==> config.mk <==
export PLATFORM = sky130hd
export DESIGN_NAME = pdl_core
export DESIGN_NICKNAME = d
export VERILOG_FILES = /design/src/verilog/pdl_pkg.sv /design/src/verilog/pdl_core.sv
export SDC_FILE = /design/constraint.sdc
export NUM_CORES = 1
export LEC_CHECK = 0
export ABC_AREA = 0
export BUFFER_PORTS_ARGS = -buffer_cell sky130_fd_sc_hd__buf_2
export CAP_MARGIN = 40
export CORE_UTILIZATION = 50
export DETAILED_ROUTE_END_ITERATION = 10
export GPL_TIMING_DRIVEN = 0
export HOLD_SLACK_MARGIN = 0.12
export MAX_ROUTING_LAYER = met4
export PLACE_DENSITY = 0.67
export SYNTH_ARGS = -nofsm -noshare
export SYNTH_HDL_FRONTEND = slang
export SYNTH_SLANG_ARGS = --single-unit
==> constraint.sdc <==
create_clock -name core_clk -period 8.2 [get_ports core_clk]
set_input_delay 0.41 -clock core_clk [delete_from_list [all_inputs] [get_ports core_clk]]
set_output_delay 0.41 -clock core_clk [all_outputs]
set_load 0.05 [all_outputs]
==> src/verilog/pdl_pkg.sv <==
package pdl_pkg;

    // Register offsets
    localparam logic [7:0] PDL_ADDR_CTRL   = 8'h3A;
    localparam logic [7:0] PDL_ADDR_BW     = 8'h3B;
    localparam logic [7:0] PDL_ADDR_MULH   = 8'h3C;
    localparam logic [7:0] PDL_ADDR_MULL   = 8'h3D;
    localparam logic [7:0] PDL_ADDR_REFDIV = 8'h3F;
    localparam logic [7:0] PDL_ADDR_RANGE  = 8'h40;

    // Control register field positions
    localparam int PDL_CTRL_IE_BIT  = 7;
    localparam int PDL_CTRL_FLG_BIT = 6;
    localparam int PDL_CTRL_ON_BIT  = 5;
    localparam int PDL_CTRL_BCS_BIT = 4;
    localparam int PDL_CTRL_PRE_LSB = 2;

    // Bandwidth register field positions
    localparam int PDL_BW_AUTO_BIT  = 7;
    localparam int PDL_BW_LOCK_BIT  = 6;
    localparam int PDL_BW_TRK_BIT   = 5;

    // Values after reset
    localparam logic        PDL_RST_ON     = 1'b1;
    localparam logic [1:0]  PDL_RST_PRE    = 2'h0;
    localparam logic [3:0]  PDL_RST_MULH   = 4'h0;
    localparam logic [7:0]  PDL_RST_MULL   = 8'h02;
    localparam logic [3:0]  PDL_RST_REFDIV = 4'h1;
    localparam logic [7:0]  PDL_RST_RANGE  = 8'h01;

    // Frequency tolerances in core cycles of period difference
    localparam logic [11:0] PDL_TOL_TRK  = 12'h002;
    localparam logic [11:0] PDL_TOL_UNT  = 12'h004;
    localparam logic [11:0] PDL_TOL_LOCK = 12'h001;
    localparam logic [11:0] PDL_TOL_UNL  = 12'h003;

    // Source clock edges waited during a switch
    localparam logic [1:0]  PDL_SW_EDGES = 2'h3;

    typedef enum logic [2:0] {
        PDL_SEL_RUN = 3'h1,
        PDL_SEL_OLD = 3'h2,
        PDL_SEL_NEW = 3'h4
    } pdl_sel_state_t;

    typedef struct packed {
        logic [7:0] addr;
        logic [7:0] wdata;
        logic       wr;
        logic       rd;
    } pdl_bus_req_t;

    typedef struct packed {
        logic       pump_up;
        logic       pump_down;
        logic       tracking_mode;
        logic       loop_enable;
        logic       locked;
    } pdl_loop_ctl_t;

    typedef struct packed {
        logic [2:0]     xs;
        logic [2:0]     vs;
        logic           xlvl;
        logic           vlvl;
        logic           ie;
        logic           flag;
        logic           on;
        logic           base_clock_select;
        logic [1:0]     pre;
        logic           auto_bw;
        logic           lock;
        logic           track;
        logic [3:0]     mulh;
        logic [7:0]     mull;
        logic [3:0]     refdiv;
        logic [7:0]     range;
        logic [11:0]    rdiv_cnt;
        logic [2:0]     pre_cnt;
        logic [11:0]    ndiv_cnt;
        logic [11:0]    rper_cnt;
        logic [11:0]    fper_cnt;
        logic [11:0]    fper;
        pdl_loop_ctl_t  loop;
        pdl_sel_state_t sel;
        logic [1:0]     sw_cnt;
        logic           active;
        logic           base;
        logic           usb;
        logic           irq;
        logic [7:0]     rdata;
    } pdl_state_t;

endpackage

==> src/verilog/pdl_core.sv <==
// Chosen here: strobed register access and the register offsets.
`timescale 1ns/10ps
module pdl_core
    import pdl_pkg::*;
(
    input  wire logic          core_clk,
    input  wire logic          reset,
    input  wire logic          crystal_clock,
    input  wire logic          vco_clock,
    input  wire pdl_bus_req_t  bus_req,
    output logic [7:0]         bus_rdata,
    output pdl_loop_ctl_t      loop_ctl,
    output logic               base_clock_out,
    output logic               usb_side_clock,
    output logic               settle_irq
);

    pdl_state_t q;
    pdl_state_t s;

    function automatic logic [11:0] pdl_at_least_one(input logic [11:0] v);
        pdl_at_least_one = (v == 12'h000) ? 12'h001 : v;
    endfunction

    function automatic logic [11:0] pdl_abs_diff(input logic [11:0] a, input logic [11:0] b);
        pdl_abs_diff = (a > b) ? (a - b) : (b - a);
    endfunction

    function automatic logic pdl_edge(input logic [2:0] sy, input logic lvl);
        pdl_edge = (sy[1] == sy[2]) && sy[2] && !lvl;
    endfunction

    always_comb begin
        logic        x_rise;
        logic        v_raw;
        logic        v_rise;
        logic        loop_run;
        logic        ref_tick;
        logic        fb_tick;
        logic        rd_ctrl;
        logic        wr_ctrl;
        logic        old_rise;
        logic        new_rise;
        logic        in_bcs;
        logic        in_on;
        logic [2:0]  pre_max;
        logic [11:0] r_max;
        logic [11:0] n_max;
        logic [11:0] diff;
        s        = q;
        x_rise   = 1'b0;
        v_raw    = 1'b0;
        v_rise   = 1'b0;
        loop_run = 1'b0;
        ref_tick = 1'b0;
        fb_tick  = 1'b0;
        rd_ctrl  = 1'b0;
        wr_ctrl  = 1'b0;
        old_rise = 1'b0;
        new_rise = 1'b0;
        in_bcs   = 1'b0;
        in_on    = 1'b0;
        pre_max  = 3'h0;
        r_max    = 12'h000;
        n_max    = 12'h000;
        diff     = 12'h000;

        // Pin synchronisers; level moves once last two stages agree
        s.xs = {q.xs[1:0], crystal_clock};
        s.vs = {q.vs[1:0], vco_clock};
        x_rise = pdl_edge(q.xs, q.xlvl);
        v_raw  = pdl_edge(q.vs, q.vlvl);
        if (q.xs[1] == q.xs[2]) begin
            s.xlvl = q.xs[2];
        end
        if (q.vs[1] == q.vs[2]) begin
            s.vlvl = q.vs[2];
        end

        loop_run = q.on && (q.range != 8'h00);
        v_rise   = v_raw && loop_run;

        // Register writes
        rd_ctrl = bus_req.rd && (bus_req.addr == PDL_ADDR_CTRL);
        wr_ctrl = bus_req.wr && (bus_req.addr == PDL_ADDR_CTRL);
        if (wr_ctrl) begin
            in_bcs = bus_req.wdata[PDL_CTRL_BCS_BIT];
            in_on  = bus_req.wdata[PDL_CTRL_ON_BIT];
            s.ie   = q.auto_bw && bus_req.wdata[PDL_CTRL_IE_BIT];
            if (!q.on) begin
                s.pre = bus_req.wdata[PDL_CTRL_PRE_LSB +: 2];
            end
            if (in_bcs != q.base_clock_select) begin
                // Select change wins; power bit held this write
                s.base_clock_select = in_bcs && loop_run;
            end else if (!q.base_clock_select) begin
                s.on = in_on;
            end
        end
        if (bus_req.wr) begin
            case (bus_req.addr)
                PDL_ADDR_BW: begin
                    s.auto_bw = bus_req.wdata[PDL_BW_AUTO_BIT];
                    if (!q.auto_bw) begin
                        s.track = bus_req.wdata[PDL_BW_TRK_BIT];
                    end
                end
                PDL_ADDR_MULH: begin
                    s.mulh = bus_req.wdata[3:0];
                end
                PDL_ADDR_MULL: begin
                    s.mull = bus_req.wdata;
                end
                PDL_ADDR_REFDIV: begin
                    s.refdiv = bus_req.wdata[3:0];
                end
                PDL_ADDR_RANGE: begin
                    s.range = bus_req.wdata;
                end
                default: begin
                end
            endcase
        end
        if (!s.auto_bw) begin
            s.ie = 1'b0;
        end
        if (s.range == 8'h00) begin
            s.base_clock_select = 1'b0;
        end

        // Reference divider
        r_max = pdl_at_least_one({8'h00, q.refdiv}) - 12'h001;
        if (x_rise && loop_run) begin
            if (q.rdiv_cnt >= r_max) begin
                s.rdiv_cnt = 12'h000;
                ref_tick   = 1'b1;
            end else begin
                s.rdiv_cnt = q.rdiv_cnt + 12'h001;
            end
        end

        // Feedback prescaler and modulo divider
        case (q.pre)
            2'h0:    pre_max = 3'h0;
            2'h1:    pre_max = 3'h1;
            2'h2:    pre_max = 3'h3;
            default: pre_max = 3'h7;
        endcase
        n_max = pdl_at_least_one({q.mulh, q.mull}) - 12'h001;
        if (v_rise) begin
            if (q.pre_cnt >= pre_max) begin
                s.pre_cnt = 3'h0;
                if (q.ndiv_cnt >= n_max) begin
                    s.ndiv_cnt = 12'h000;
                    fb_tick    = 1'b1;
                end else begin
                    s.ndiv_cnt = q.ndiv_cnt + 12'h001;
                end
            end else begin
                s.pre_cnt = q.pre_cnt + 3'h1;
            end
        end

        // Phase detector: first edge opens a pulse, the other closes it
        if (!loop_run || (ref_tick && fb_tick)) begin
            s.loop.pump_up   = 1'b0;
            s.loop.pump_down = 1'b0;
        end else if (ref_tick) begin
            if (q.loop.pump_down) begin
                s.loop.pump_down = 1'b0;
            end else begin
                s.loop.pump_up = 1'b1;
            end
        end else if (fb_tick) begin
            if (q.loop.pump_up) begin
                s.loop.pump_up = 1'b0;
            end else begin
                s.loop.pump_down = 1'b1;
            end
        end

        // Period measurement in core cycles, saturating
        if (q.rper_cnt != 12'hFFF) begin
            s.rper_cnt = q.rper_cnt + 12'h001;
        end
        if (q.fper_cnt != 12'hFFF) begin
            s.fper_cnt = q.fper_cnt + 12'h001;
        end
        if (fb_tick) begin
            s.fper     = q.fper_cnt;
            s.fper_cnt = 12'h000;
        end

        // Frequency comparison once per divided reference period
        diff = pdl_abs_diff(q.rper_cnt, q.fper);
        if (ref_tick) begin
            s.rper_cnt = 12'h000;
        end
        if (!loop_run || !s.auto_bw) begin
            s.lock = 1'b0;
            if (s.auto_bw) begin
                s.track = 1'b0;
            end
        end else if (ref_tick) begin
            if (diff <= PDL_TOL_TRK) begin
                s.track = 1'b1;
            end else if (diff > PDL_TOL_UNT) begin
                s.track = 1'b0;
            end
            if (diff <= PDL_TOL_LOCK) begin
                s.lock = 1'b1;
            end else if (diff > PDL_TOL_UNL) begin
                s.lock = 1'b0;
            end
        end

        // Change flag: toggle beats a clearing read
        if (!s.auto_bw) begin
            s.flag = 1'b0;
        end else begin
            s.flag = (q.flag && !rd_ctrl) || (s.lock != q.lock);
        end
        s.irq = s.flag && s.ie;

        s.loop.tracking_mode = s.track;
        s.loop.loop_enable   = s.on && (s.range != 8'h00);
        s.loop.locked        = s.lock;

        // Base clock selector
        old_rise = q.active ? v_rise : x_rise;
        new_rise = s.active ? v_rise : x_rise;
        case (q.sel)
            PDL_SEL_RUN: begin
                if (q.base_clock_select != q.active) begin
                    s.sel    = PDL_SEL_OLD;
                    s.sw_cnt = 2'h0;
                end else if (new_rise) begin
                    s.base = !q.base;
                end
            end
            PDL_SEL_OLD: begin
                if (old_rise || (q.active && !loop_run)) begin
                    s.sw_cnt = q.sw_cnt + 2'h1;
                    if ((q.sw_cnt + 2'h1) == PDL_SW_EDGES || !loop_run) begin
                        s.sel    = PDL_SEL_NEW;
                        s.sw_cnt = 2'h0;
                        s.active = q.base_clock_select;
                    end
                end
            end
            PDL_SEL_NEW: begin
                if (old_rise) begin
                    s.sw_cnt = q.sw_cnt + 2'h1;
                    if ((q.sw_cnt + 2'h1) == PDL_SW_EDGES) begin
                        s.sel = PDL_SEL_RUN;
                    end
                end
            end
            default: begin
                s.sel = PDL_SEL_RUN;
            end
        endcase
        s.usb = q.active ? q.vlvl : q.xlvl;

        // Read data, valid the cycle after the strobe
        s.rdata = 8'h00;
        if (bus_req.rd) begin
            case (bus_req.addr)
                PDL_ADDR_CTRL: begin
                    s.rdata = {q.ie, q.flag, q.on, q.base_clock_select, q.pre, 2'h0};
                end
                PDL_ADDR_BW: begin
                    s.rdata = {q.auto_bw, q.lock, q.track, 5'h00};
                end
                PDL_ADDR_MULH: begin
                    s.rdata = {4'h0, q.mulh};
                end
                PDL_ADDR_MULL: begin
                    s.rdata = q.mull;
                end
                PDL_ADDR_REFDIV: begin
                    s.rdata = {4'h0, q.refdiv};
                end
                PDL_ADDR_RANGE: begin
                    s.rdata = q.range;
                end
                default: begin
                    s.rdata = 8'h00;
                end
            endcase
        end
    end

    always_ff @(posedge core_clk or posedge reset) begin
        if (reset) begin
            q          <= '0;
            q.on       <= PDL_RST_ON;
            q.pre      <= PDL_RST_PRE;
            q.mulh     <= PDL_RST_MULH;
            q.mull     <= PDL_RST_MULL;
            q.refdiv   <= PDL_RST_REFDIV;
            q.range    <= PDL_RST_RANGE;
            q.sel      <= PDL_SEL_RUN;
            q.loop     <= '0;
            q.rdata    <= 8'h00;
        end else begin
            q <= s;
        end
    end

    assign bus_rdata      = q.rdata;
    assign loop_ctl       = q.loop;
    assign base_clock_out = q.base;
    assign usb_side_clock = q.usb;
    assign settle_irq     = q.irq;

endmodule

==> out/results.ini, run 1 <==
[detailed_routing]
drt-pass1-iter-count = 5
drtIter0Drc = 452
num_vias = 6322
viasPerCell = 5.57
drtAntennaViolNets = 0
wire_per_inst_microns = 15.2
drc = 0
drt_wl_total_microns = 17200

[timing]
fin_crit_ns = 4.40
fin_skew_ns = 0.00909
rsz0062_at_grt = no
timing.final.crit_share_pct = 53.6
whs_ns = 0.258
worstMarginPinSlew_ns = 0.761
maxSlewViolCount = 0
relSlewSlack_pct = 48.9
finalSetupViolCount = 0
timing.fmax_mhz = 227
hold_viol_final = 0
fin_tns_setup_ns = 0

[cts]
worstSkewPairLatency_ns = 0.41
cts_resized = 0
clk_pin_slew_ns = 0.05
cts.sinks = 124
cts_buffers = 17
cts_tree = yes
cts_max_level = 4
clk_path_buf_depth = 2
clock-root-buffer = clkbuf_16

[layout]
nFillCells = 1403
area_growth_pct = 13.3
drive_above_1_share_pct = 17.1
num_antenna_cells = 0
nets = 995

[hold_path]
hp-class = in2reg

[synth]
synth_common_cells = 119 x dfrtp_1, 95 x nor2_1, 64 x nand2_1
synth_top_area_share_pct = 37.3
async_flop_share_pct = 100
yosysTopAreaCell = dfrtp_1
syn_nets = 935
yosysMostFrequentCell = dfrtp_1
synth-seq-cells = 124
yosysUniqueCellTypes = 74
synthTopCellsByArea = dfrtp_1 37%, ha_1 9.4%, mux2_2 5.1%
synthXorXnorAreaFrac_pct = 4.83
synth-compound-area-share_pct = 16.8
synthSimpleGateAreaFrac_pct = 18.2
synth_top_family_by_area = simple AND/OR/NAND/NOR gates
avgSynthCellArea_sq_um = 9.38
ys.flop_type = dfrtp_1
synth_edf_count = 0
ys_warn_count = 0
yosysSeqAreaShare_pct = 38.9
synth_cells = 851
syn-cell-area_sq_mm = 0.00799
muxShareOfSynthArea_pct = 6.11
synth_fa_ha_area_share_pct = 9.90

[worst_setup_path]
required_ns = 8.53
end_kind = flip-flop
critPathMaxStageDelay_ns = 0.63
critical_path_buf_inv_count = 3
cpMaxStageDelayCell = or4_1
path_delay_family = simple AND/OR/NAND/NOR gates
path_cells = or4_1 > nor4_1 > a31oi_1 > ha_1 > nor3b_1 > nor2b_1 > xnor2_1 > ha_1 > a211o_1 > o211ai_1 > a21oi_1 > a221o_1 > buf_2 > and2_1 > clkbuf_1 > buf_2 > nor3_2
crit_fanout = 10
cp.arrival_ns = 4.73
critPathLaunchType = flip-flop
path_class = reg2reg

[power_and_ir_drop]
p_per_area_mw_per_mm2 = 200
ir_drop_mv = 0.190
p_leak_nw = 4.24

[placement]
dpl.hpwl_microns = 12900
gp_congestion = 0.897
port_buffers = 37

[floorplan]
die_h_microns = 128
rows = 45
core_sq_mm = 0.0154
start_util_pct = 52.0
dieArea_sq_mm = 0.0165
die_w_microns = 128
ios = 38

[global_route]
grt_pass1_vias = 5978
grt_pass1_wl_microns = 29300
grt_max_degree = 71
gr-total-overflow = 0
antenna_found_initial = 0
track_usage_pct = 23.3

[job]
maxCapViolCount = 0

[outcome]
status = complete, no violations

==> metal layers <==
layer  share of wire, %  global-route usage [%]  vias to the layer above
met1                 52                    33.4                     3009
met3                4.3                    4.74                       19
met5                  0                       -                        -
met2                 42                    33.0                      137
met4                1.4                    7.34                        0
li1                   -                       -                     3157
==> flip-flops by register name, indices dropped and copies added, names as in the netlist <==
signal          cells
q                 108
bus_rdata           8
loop_ctl            5
base_clock_out      1
settle_irq          1
usb_side_clock      1
==> area by class of cell <==
cell class              count  area (sq um)  share of cell area [%]
clock inverters            11          96.3                    1.07
clock buffers              21           450                    4.98
inverters                  47           181                    2.01
flip-flops and latches    124          3110                    34.4
repair buffers             41           243                    2.68
well taps                 211           264                    2.92
plain buffers              40           236                    2.61
multi-input cells         640          4460                    49.4
==> logic make-up (layout without fill, tap and decap cells) <==
kind of cell | count (synthesis) | after routing
and+or+nand+nor | 297 | 297
DFF | 124 | 124
buffers and inverters | 87 | 160
muxes | 43 | 43
xor gates and xnor gates | 44 | 44
adders and majority gates | 62 | 62
AOI/OAI and AO/OA | 194 | 194
==> timing repair <==
action,in CTS,in global routing
setup buffers,0,0
endpoints found under the hold margin,56,0
hold buffers,3,0
==> power breakdown <==
group	internal (mW)	switching (mW)
Sequential	0.641	0.0286
Clock	0.422	0.274
Combinational	0.183	0.257
Total	1.25	0.559
==> path summary, 6_finish.rpt <==
kind,cells past startpoint,slack (ns),to,start
max in group asynchronous,4,6.85,q[115]$_DFF_PP1_,reset
worst min register to register,0,0.36,q[121]$_DFF_PP0_,q[120]$_DFF_PP0_
worst max-delay path,17,3.80,loop_ctl[4]$_DFFE_PP0P_,q[101]$_DFFE_PP0P_
min in group asynchronous,3,0.60,q[34]$_DFFE_PP0P_,reset
worst min-delay path,2,0.26,q[103]$_DFFE_PP0P_,bus_req[8]
worst max register to register,17,3.80,loop_ctl[4]$_DFFE_PP0P_,q[101]$_DFFE_PP0P_
==> stage by stage <==
step | cells | area [sq um] | setup WS (ns) | power (mW) | util [%]
after floorplan | 851 | 7990 | 4.29 | 1.02 | -
after global placement | 1099 | 8440 | 2.98 | 1.11 | 54.9
after detailed placement | 1100 | 8470 | 3.84 | 1.12 | 55.1
after CTS | 1135 | 9040 | 3.81 | 1.82 | 58.8
after global routing | 1135 | 9040 | 3.44 | 1.90 | 58.8
final | 1135 | 9040 | 3.80 | 1.80 | 58.8
==> placed cells by master, fill, tap and decap left out, drive strengths merged, types with 16 or more instances in the layout <==
master	instances
buf	67
a21oi	42
xnor2	26
inv	48
nand2	64
ha	60
a21o	16
nor3	16
nand3	33
xor2	18
clkbuf	32
nand2b	16
nor2	96
o21ai	57
mux2	36
dfrtp	119
==> worst register-to-register path, delay by kind of cell, from the launching register on <==
kind,cells,cell delay (ns)
flip-flops,1,0.47
buffers and inverters,3,0.58
AO/OA/AOI/OAI,5,1.10
adder cells (fa/ha/maj),2,0.45
XOR/XNOR,1,0.13
AND/OR/NAND/NOR,6,1.59
(Power assumes the default switching activity.)
==> inputs of run 2 (changes only) <==
- PLACE_DENSITY: 0.67 -> 0.7
- clock period: 8.2 -> 4 ns (I/O delays scaled with it)
==> out/results.ini, run 2 (synthesis gave the netlist of run 1 again) <==
[layout]
final_common_cell = dfrtp_1
drive_above_1_share_pct = 19.0
final_area_sq_mm = 0.00933
largest_reg_flops = 108
final_cell_count_no_fill = 1145
layout_common_cells = 116 x dfrtp_1, 95 x nor2_1, 64 x nand2_1, 59 x ha_1
final_core_util_pct = 60.7
nets = 1006
nFillCells = 1314
top_register = q
area_growth_pct = 16.8
num_antenna_cells = 0

[worst_setup_path]
path_class = reg2reg
crit_fanout = 10
critPathLaunchType = flip-flop
required_ns = 4.33
reg2reg_slack_ns = 0.15
cp.arrival_ns = 4.17
end_kind = flip-flop

[detailed_routing]
drc = 0
viasPerCell = 5.62
wire_per_inst_microns = 15.6
drtIter0Drc = 465
num_vias = 6438
drt_wl_total_microns = 17900
drtAntennaViolNets = 0
drt-pass1-iter-count = 5

[timing]
hold_viol_final = 0
fin_tns_setup_ns = 0
rsz0062_at_grt = yes
fin_crit_ns = 3.85
worstMarginPinSlew_ns = 0.699
relSlewSlack_pct = 53.3
timing.final.crit_share_pct = 96.1
maxSlewViolCount = 0
finalSetupViolCount = 0
fin_skew_ns = 0.0102
timing.fmax_mhz = 260

[cts]
clk_pin_slew_ns = 0.06
worstSkewPairLatency_ns = 0.42
cts.sinks = 124
cts_buffers = 17
clock-root-buffer = clkbuf_16
cts_max_level = 4
clk_path_buf_depth = 2
cts_tree = yes

[floorplan]
dieArea_sq_mm = 0.0165
die_w_microns = 128
ios = 38
rows = 45
start_util_pct = 52.0
die_h_microns = 128
core_sq_mm = 0.0154

[global_route]
grt_pass1_wl_microns = 30000
gr-total-overflow = 0
antenna_found_initial = 0
track_usage_pct = 23.8
grt_pass1_vias = 6240
grt_max_degree = 69

[power_and_ir_drop]
p_per_area_mw_per_mm2 = 426
ir_drop_mv = 0.424
power_mw = 3.97
p_leak_nw = 4.35

[placement]
dpl_cell_area_sq_mm = 0.00847
gp_congestion = 0.888
port_buffers = 37
dp_cells = 1100
dpl.hpwl_microns = 12900

[hold_path]
hp-class = in2reg

[job]
maxCapViolCount = 0

[outcome]
status = complete, no violations

## run 2: repair_timing
| item | 4_1_cts | 5_1_grt |
|---|---|---|
| hold buffers | 11 | 0 |
| pin swaps | 2 | 3 |
| setup buffers | 3 | 1 |
| endpoints found under the setup margin | 38 | 49 |
| endpoints found under the hold margin | 94 | 0 |
| resized for setup | 12 | 13 |
## run 2: final cells by class
cell class / count / area (sq um) / area share [%]
clock inverters: 12 / 186 / 2.00
repair buffers: 53 / 353 / 3.78
plain buffers: 39 / 249 / 2.67
well taps: 211 / 264 / 2.83
multi-input cells: 640 / 4530 / 48.5
clock buffers: 19 / 453 / 4.86
inverters: 47 / 181 / 1.95
flip-flops and latches: 124 / 3110 / 33.4
## run 2: routing by layer
| layer | wire [microns] | up-vias | track usage, % |
|---|---|---|---|
| met4 | 233 | 0 | 6.44 |
| met2 | 8230 | 165 | 36.7 |
| met3 | 945 | 21 | 4.82 |
| met1 | 8470 | 3075 | 32.0 |
| li1 | - | 3177 | - |
| met5 | 0 | - | - |
## run 2: final timing paths
| path | start | end | cells past startpoint |
|---|---|---|---|
| worst min-delay path | bus_req[1] | q[117]$_DFF_PP0_ | 3 |
| min in group asynchronous | reset | q[34]$_DFFE_PP0P_ | 3 |
| worst max-delay path | q[102]$_DFFE_PP0P_ | q[30]$_DFFE_PP0N_ | 16 |
| max in group asynchronous | reset | q[85]$_DFF_PP1_ | 4 |
| worst min register to register | q[120]$_DFF_PP0_ | q[121]$_DFF_PP0_ | 0 |
| worst max register to register | q[102]$_DFFE_PP0P_ | q[30]$_DFFE_PP0N_ | 16 |
## run 2: critical path, cell delays in order, from the launching register on
cell,delay [ns]
dfrtp_2,0.40
or4_4,0.58
nor4_4,0.23
a31oi_4,0.16
ha_4,0.24
ha_1,0.28
a21o_1,0.17
a21o_1,0.17
a21o_1,0.18
a21o_1,0.18
a21oi_1,0.14
o21ai_1,0.07
a221o_1,0.30
buf_4,0.17
and2_4,0.17
buf_4,0.18
o21ai_1,0.14
## run 2: power breakdown
part,internal (mW),total (mW),switching (mW)
registers,1.31,1.37,0.0593
logic,0.394,0.939,0.545
clock network,1.08,1.66,0.579
## run 2: per-stage QoR
stage | worst slack, ns | hold slack (ns)
global route | -0.0368 | 0.189
finish | 0.154 | 0.180
detailed placement | -0.413 | 0.310
CTS | 0.00277 | 0.172
global placement | -0.969 | 0.308
floorplan | 0.0932 | 0.231
==> inputs of run 3 (changes only) <==
- CORE_ASPECT_RATIO: default -> 0.75
- CTS_CLUSTER_SIZE: default -> 20
- PLACE_DENSITY: 0.7 -> 0.67
- clock period: 4 -> 4.53 ns (I/O delays scaled with it)
==> out/results.ini, run 3 (synthesis gave the netlist of run 1 again) <==
[timing]
fin_skew_ns = 0.0119
timing.fmax_mhz = 232
fin_crit_ns = 4.30
relSlewSlack_pct = 49.7
worstMarginPinSlew_ns = 0.753
maxSlewViolCount = 0
hold_viol_final = 0
timing.final.crit_share_pct = 95.0
whs_ns = 0.152
finalSetupViolCount = 0
fin_ws_ns = 0.226

[worst_setup_path]
critical_path_buf_inv_count = 3
path_class = reg2reg
path_cells = or4_4 > nor4_4 > a31oi_2 > ha_1 > nor3b_1 > nor2b_1 > xnor2_1 > ha_1 > a211o_1 > o211ai_1 > a21oi_1 > a221o_1 > buf_2 > and2_1 > clkbuf_1 > buf_2 > o21ai_1
crit_fanout = 10
required_ns = 4.86
end_kind = flip-flop
critPathMaxStageDelay_ns = 0.62
path_delay_family = simple AND/OR/NAND/NOR gates
cp.arrival_ns = 4.63
cpMaxStageDelayCell = or4_4
critPathLaunchType = flip-flop

[detailed_routing]
drtAntennaViolNets = 0
num_vias = 6509
drt-pass1-iter-count = 7
wire_per_inst_microns = 16.8
drtIter0Drc = 432
viasPerCell = 5.74
drt_wl_total_microns = 19000
drc = 0

[floorplan]
rows = 39
start_util_pct = 51.8
die_h_microns = 111
die_w_microns = 148
dieArea_sq_mm = 0.0165
core_sq_mm = 0.0154
ios = 38

[power_and_ir_drop]
power_mw = 3.36
ir_drop_mv = 0.242
p_leak_nw = 4.29
p_per_area_mw_per_mm2 = 368

[layout]
final_cell_count_no_fill = 1134
final_common_cell = dfrtp_1
final_core_util_pct = 59.3
top_register = q
nFillCells = 1312
nets = 1000
layout_common_cells = 119 x dfrtp_1, 95 x nor2_1, 64 x nand2_1, 60 x ha_1, 49 x buf_2
drive_above_1_share_pct = 17.8
area_growth_pct = 14.4
num_antenna_cells = 0
largest_reg_flops = 108

[cts]
cts_buffers = 17
cts_setup_buffers = 0
cts_max_level = 4
worstSkewPairLatency_ns = 0.41
cts.sinks = 124
cts_tree = yes
clock-root-buffer = clkbuf_16
clk_path_buf_depth = 2
clk_pin_slew_ns = 0.06

[placement]
gp_congestion = 0.914
port_buffers = 37
dpl.hpwl_microns = 14100
place_ws_ns = 0.0847
dp_cells = 1094

[global_route]
track_usage_pct = 24.7
grt_pass1_wl_microns = 31400
antenna_found_initial = 0
grt_max_degree = 64
grt_pass1_vias = 6233
gr-total-overflow = 0

[hold_path]
hp-class = in2reg

[outcome]
status = complete, no violations

[job]
maxCapViolCount = 0

-- run 3: metal layers --
metal | up-vias | track usage (%) | part of all wire (%) | wire length, microns
li1 | 3168 | - | - | -
met2 | 156 | 34.7 | 43 | 8210
met4 | 0 | 6.67 | 0.92 | 174
met1 | 3168 | 36.7 | 51 | 9670
met5 | - | - | 0 | 0
met3 | 17 | 3.98 | 5.1 | 961
-- run 3: what timing repair did --
action                                  4_1_cts  5_1_grt
hold endpoints to repair                     68        0
endpoints found under the setup margin        0       35
hold buffers                                  7        0
resized for setup                             0        4
-- run 3: final timing paths --
| path | to | startpoint | cells past startpoint | slack, ns |
|---|---|---|---|---|
| setup / recovery | q[26]$_DFFE_PP0N_ | q[101]$_DFFE_PP0P_ | 17 | 0.23 |
| hold / removal | q[97]$_DFFE_PP0P_ | bus_req[2] | 2 | 0.15 |
| setup reg to reg | q[26]$_DFFE_PP0N_ | q[101]$_DFFE_PP0P_ | 17 | 0.23 |
| hold reg to reg | q[121]$_DFF_PP0_ | q[120]$_DFF_PP0_ | 0 | 0.35 |
| max in group asynchronous | q[93]$_DFFE_PP1P_ | reset | 4 | 3.35 |
| min in group asynchronous | q[80]$_DFFE_PP0P_ | reset | 3 | 0.42 |
-- run 3: area by class of cell --
type,instances,area [sq um],share of cell area (%)
sequential,124,3110,34.0
buffer,40,236,2.59
clock buffer,20,467,5.11
timing repair buffer,46,288,3.15
tap,205,256,2.81
inverter,47,181,1.98
multi-input combinational,640,4490,49.1
clock inverter,12,113,1.23
-- run 3: worst reg2reg max path, cell delays in order, from the launching register on --
cell and delay [ns]:
dfrtp_1 0.50, or4_4 0.62, nor4_4 0.20, a31oi_2 0.20, ha_1 0.25, nor3b_1 0.18
nor2b_1 0.16, xnor2_1 0.12, ha_1 0.20, a211o_1 0.31, o211ai_1 0.19, a21oi_1 0.07
a221o_1 0.33, buf_2 0.17, and2_1 0.15, clkbuf_1 0.18, buf_2 0.24, o21ai_1 0.16
-- run 3: metrics by stage --
step	TNS, ns	cell area [sq um]
4_1_cts	0	9110
6_report	0	9140
3_3_place_gp	-53.83	8430
5_1_grt	-0.0319	9140
2_1_floorplan	0	7990
3_5_place_dp	0	8460
-- run 3: power by group --
group / leakage, nW / internal, mW / switching (mW) / total, mW
clock network: 0.283 / 0.802 / 0.516 / 1.32
registers: 1.65 / 1.16 / 0.0573 / 1.22
logic: 2.36 / 0.337 / 0.490 / 0.827
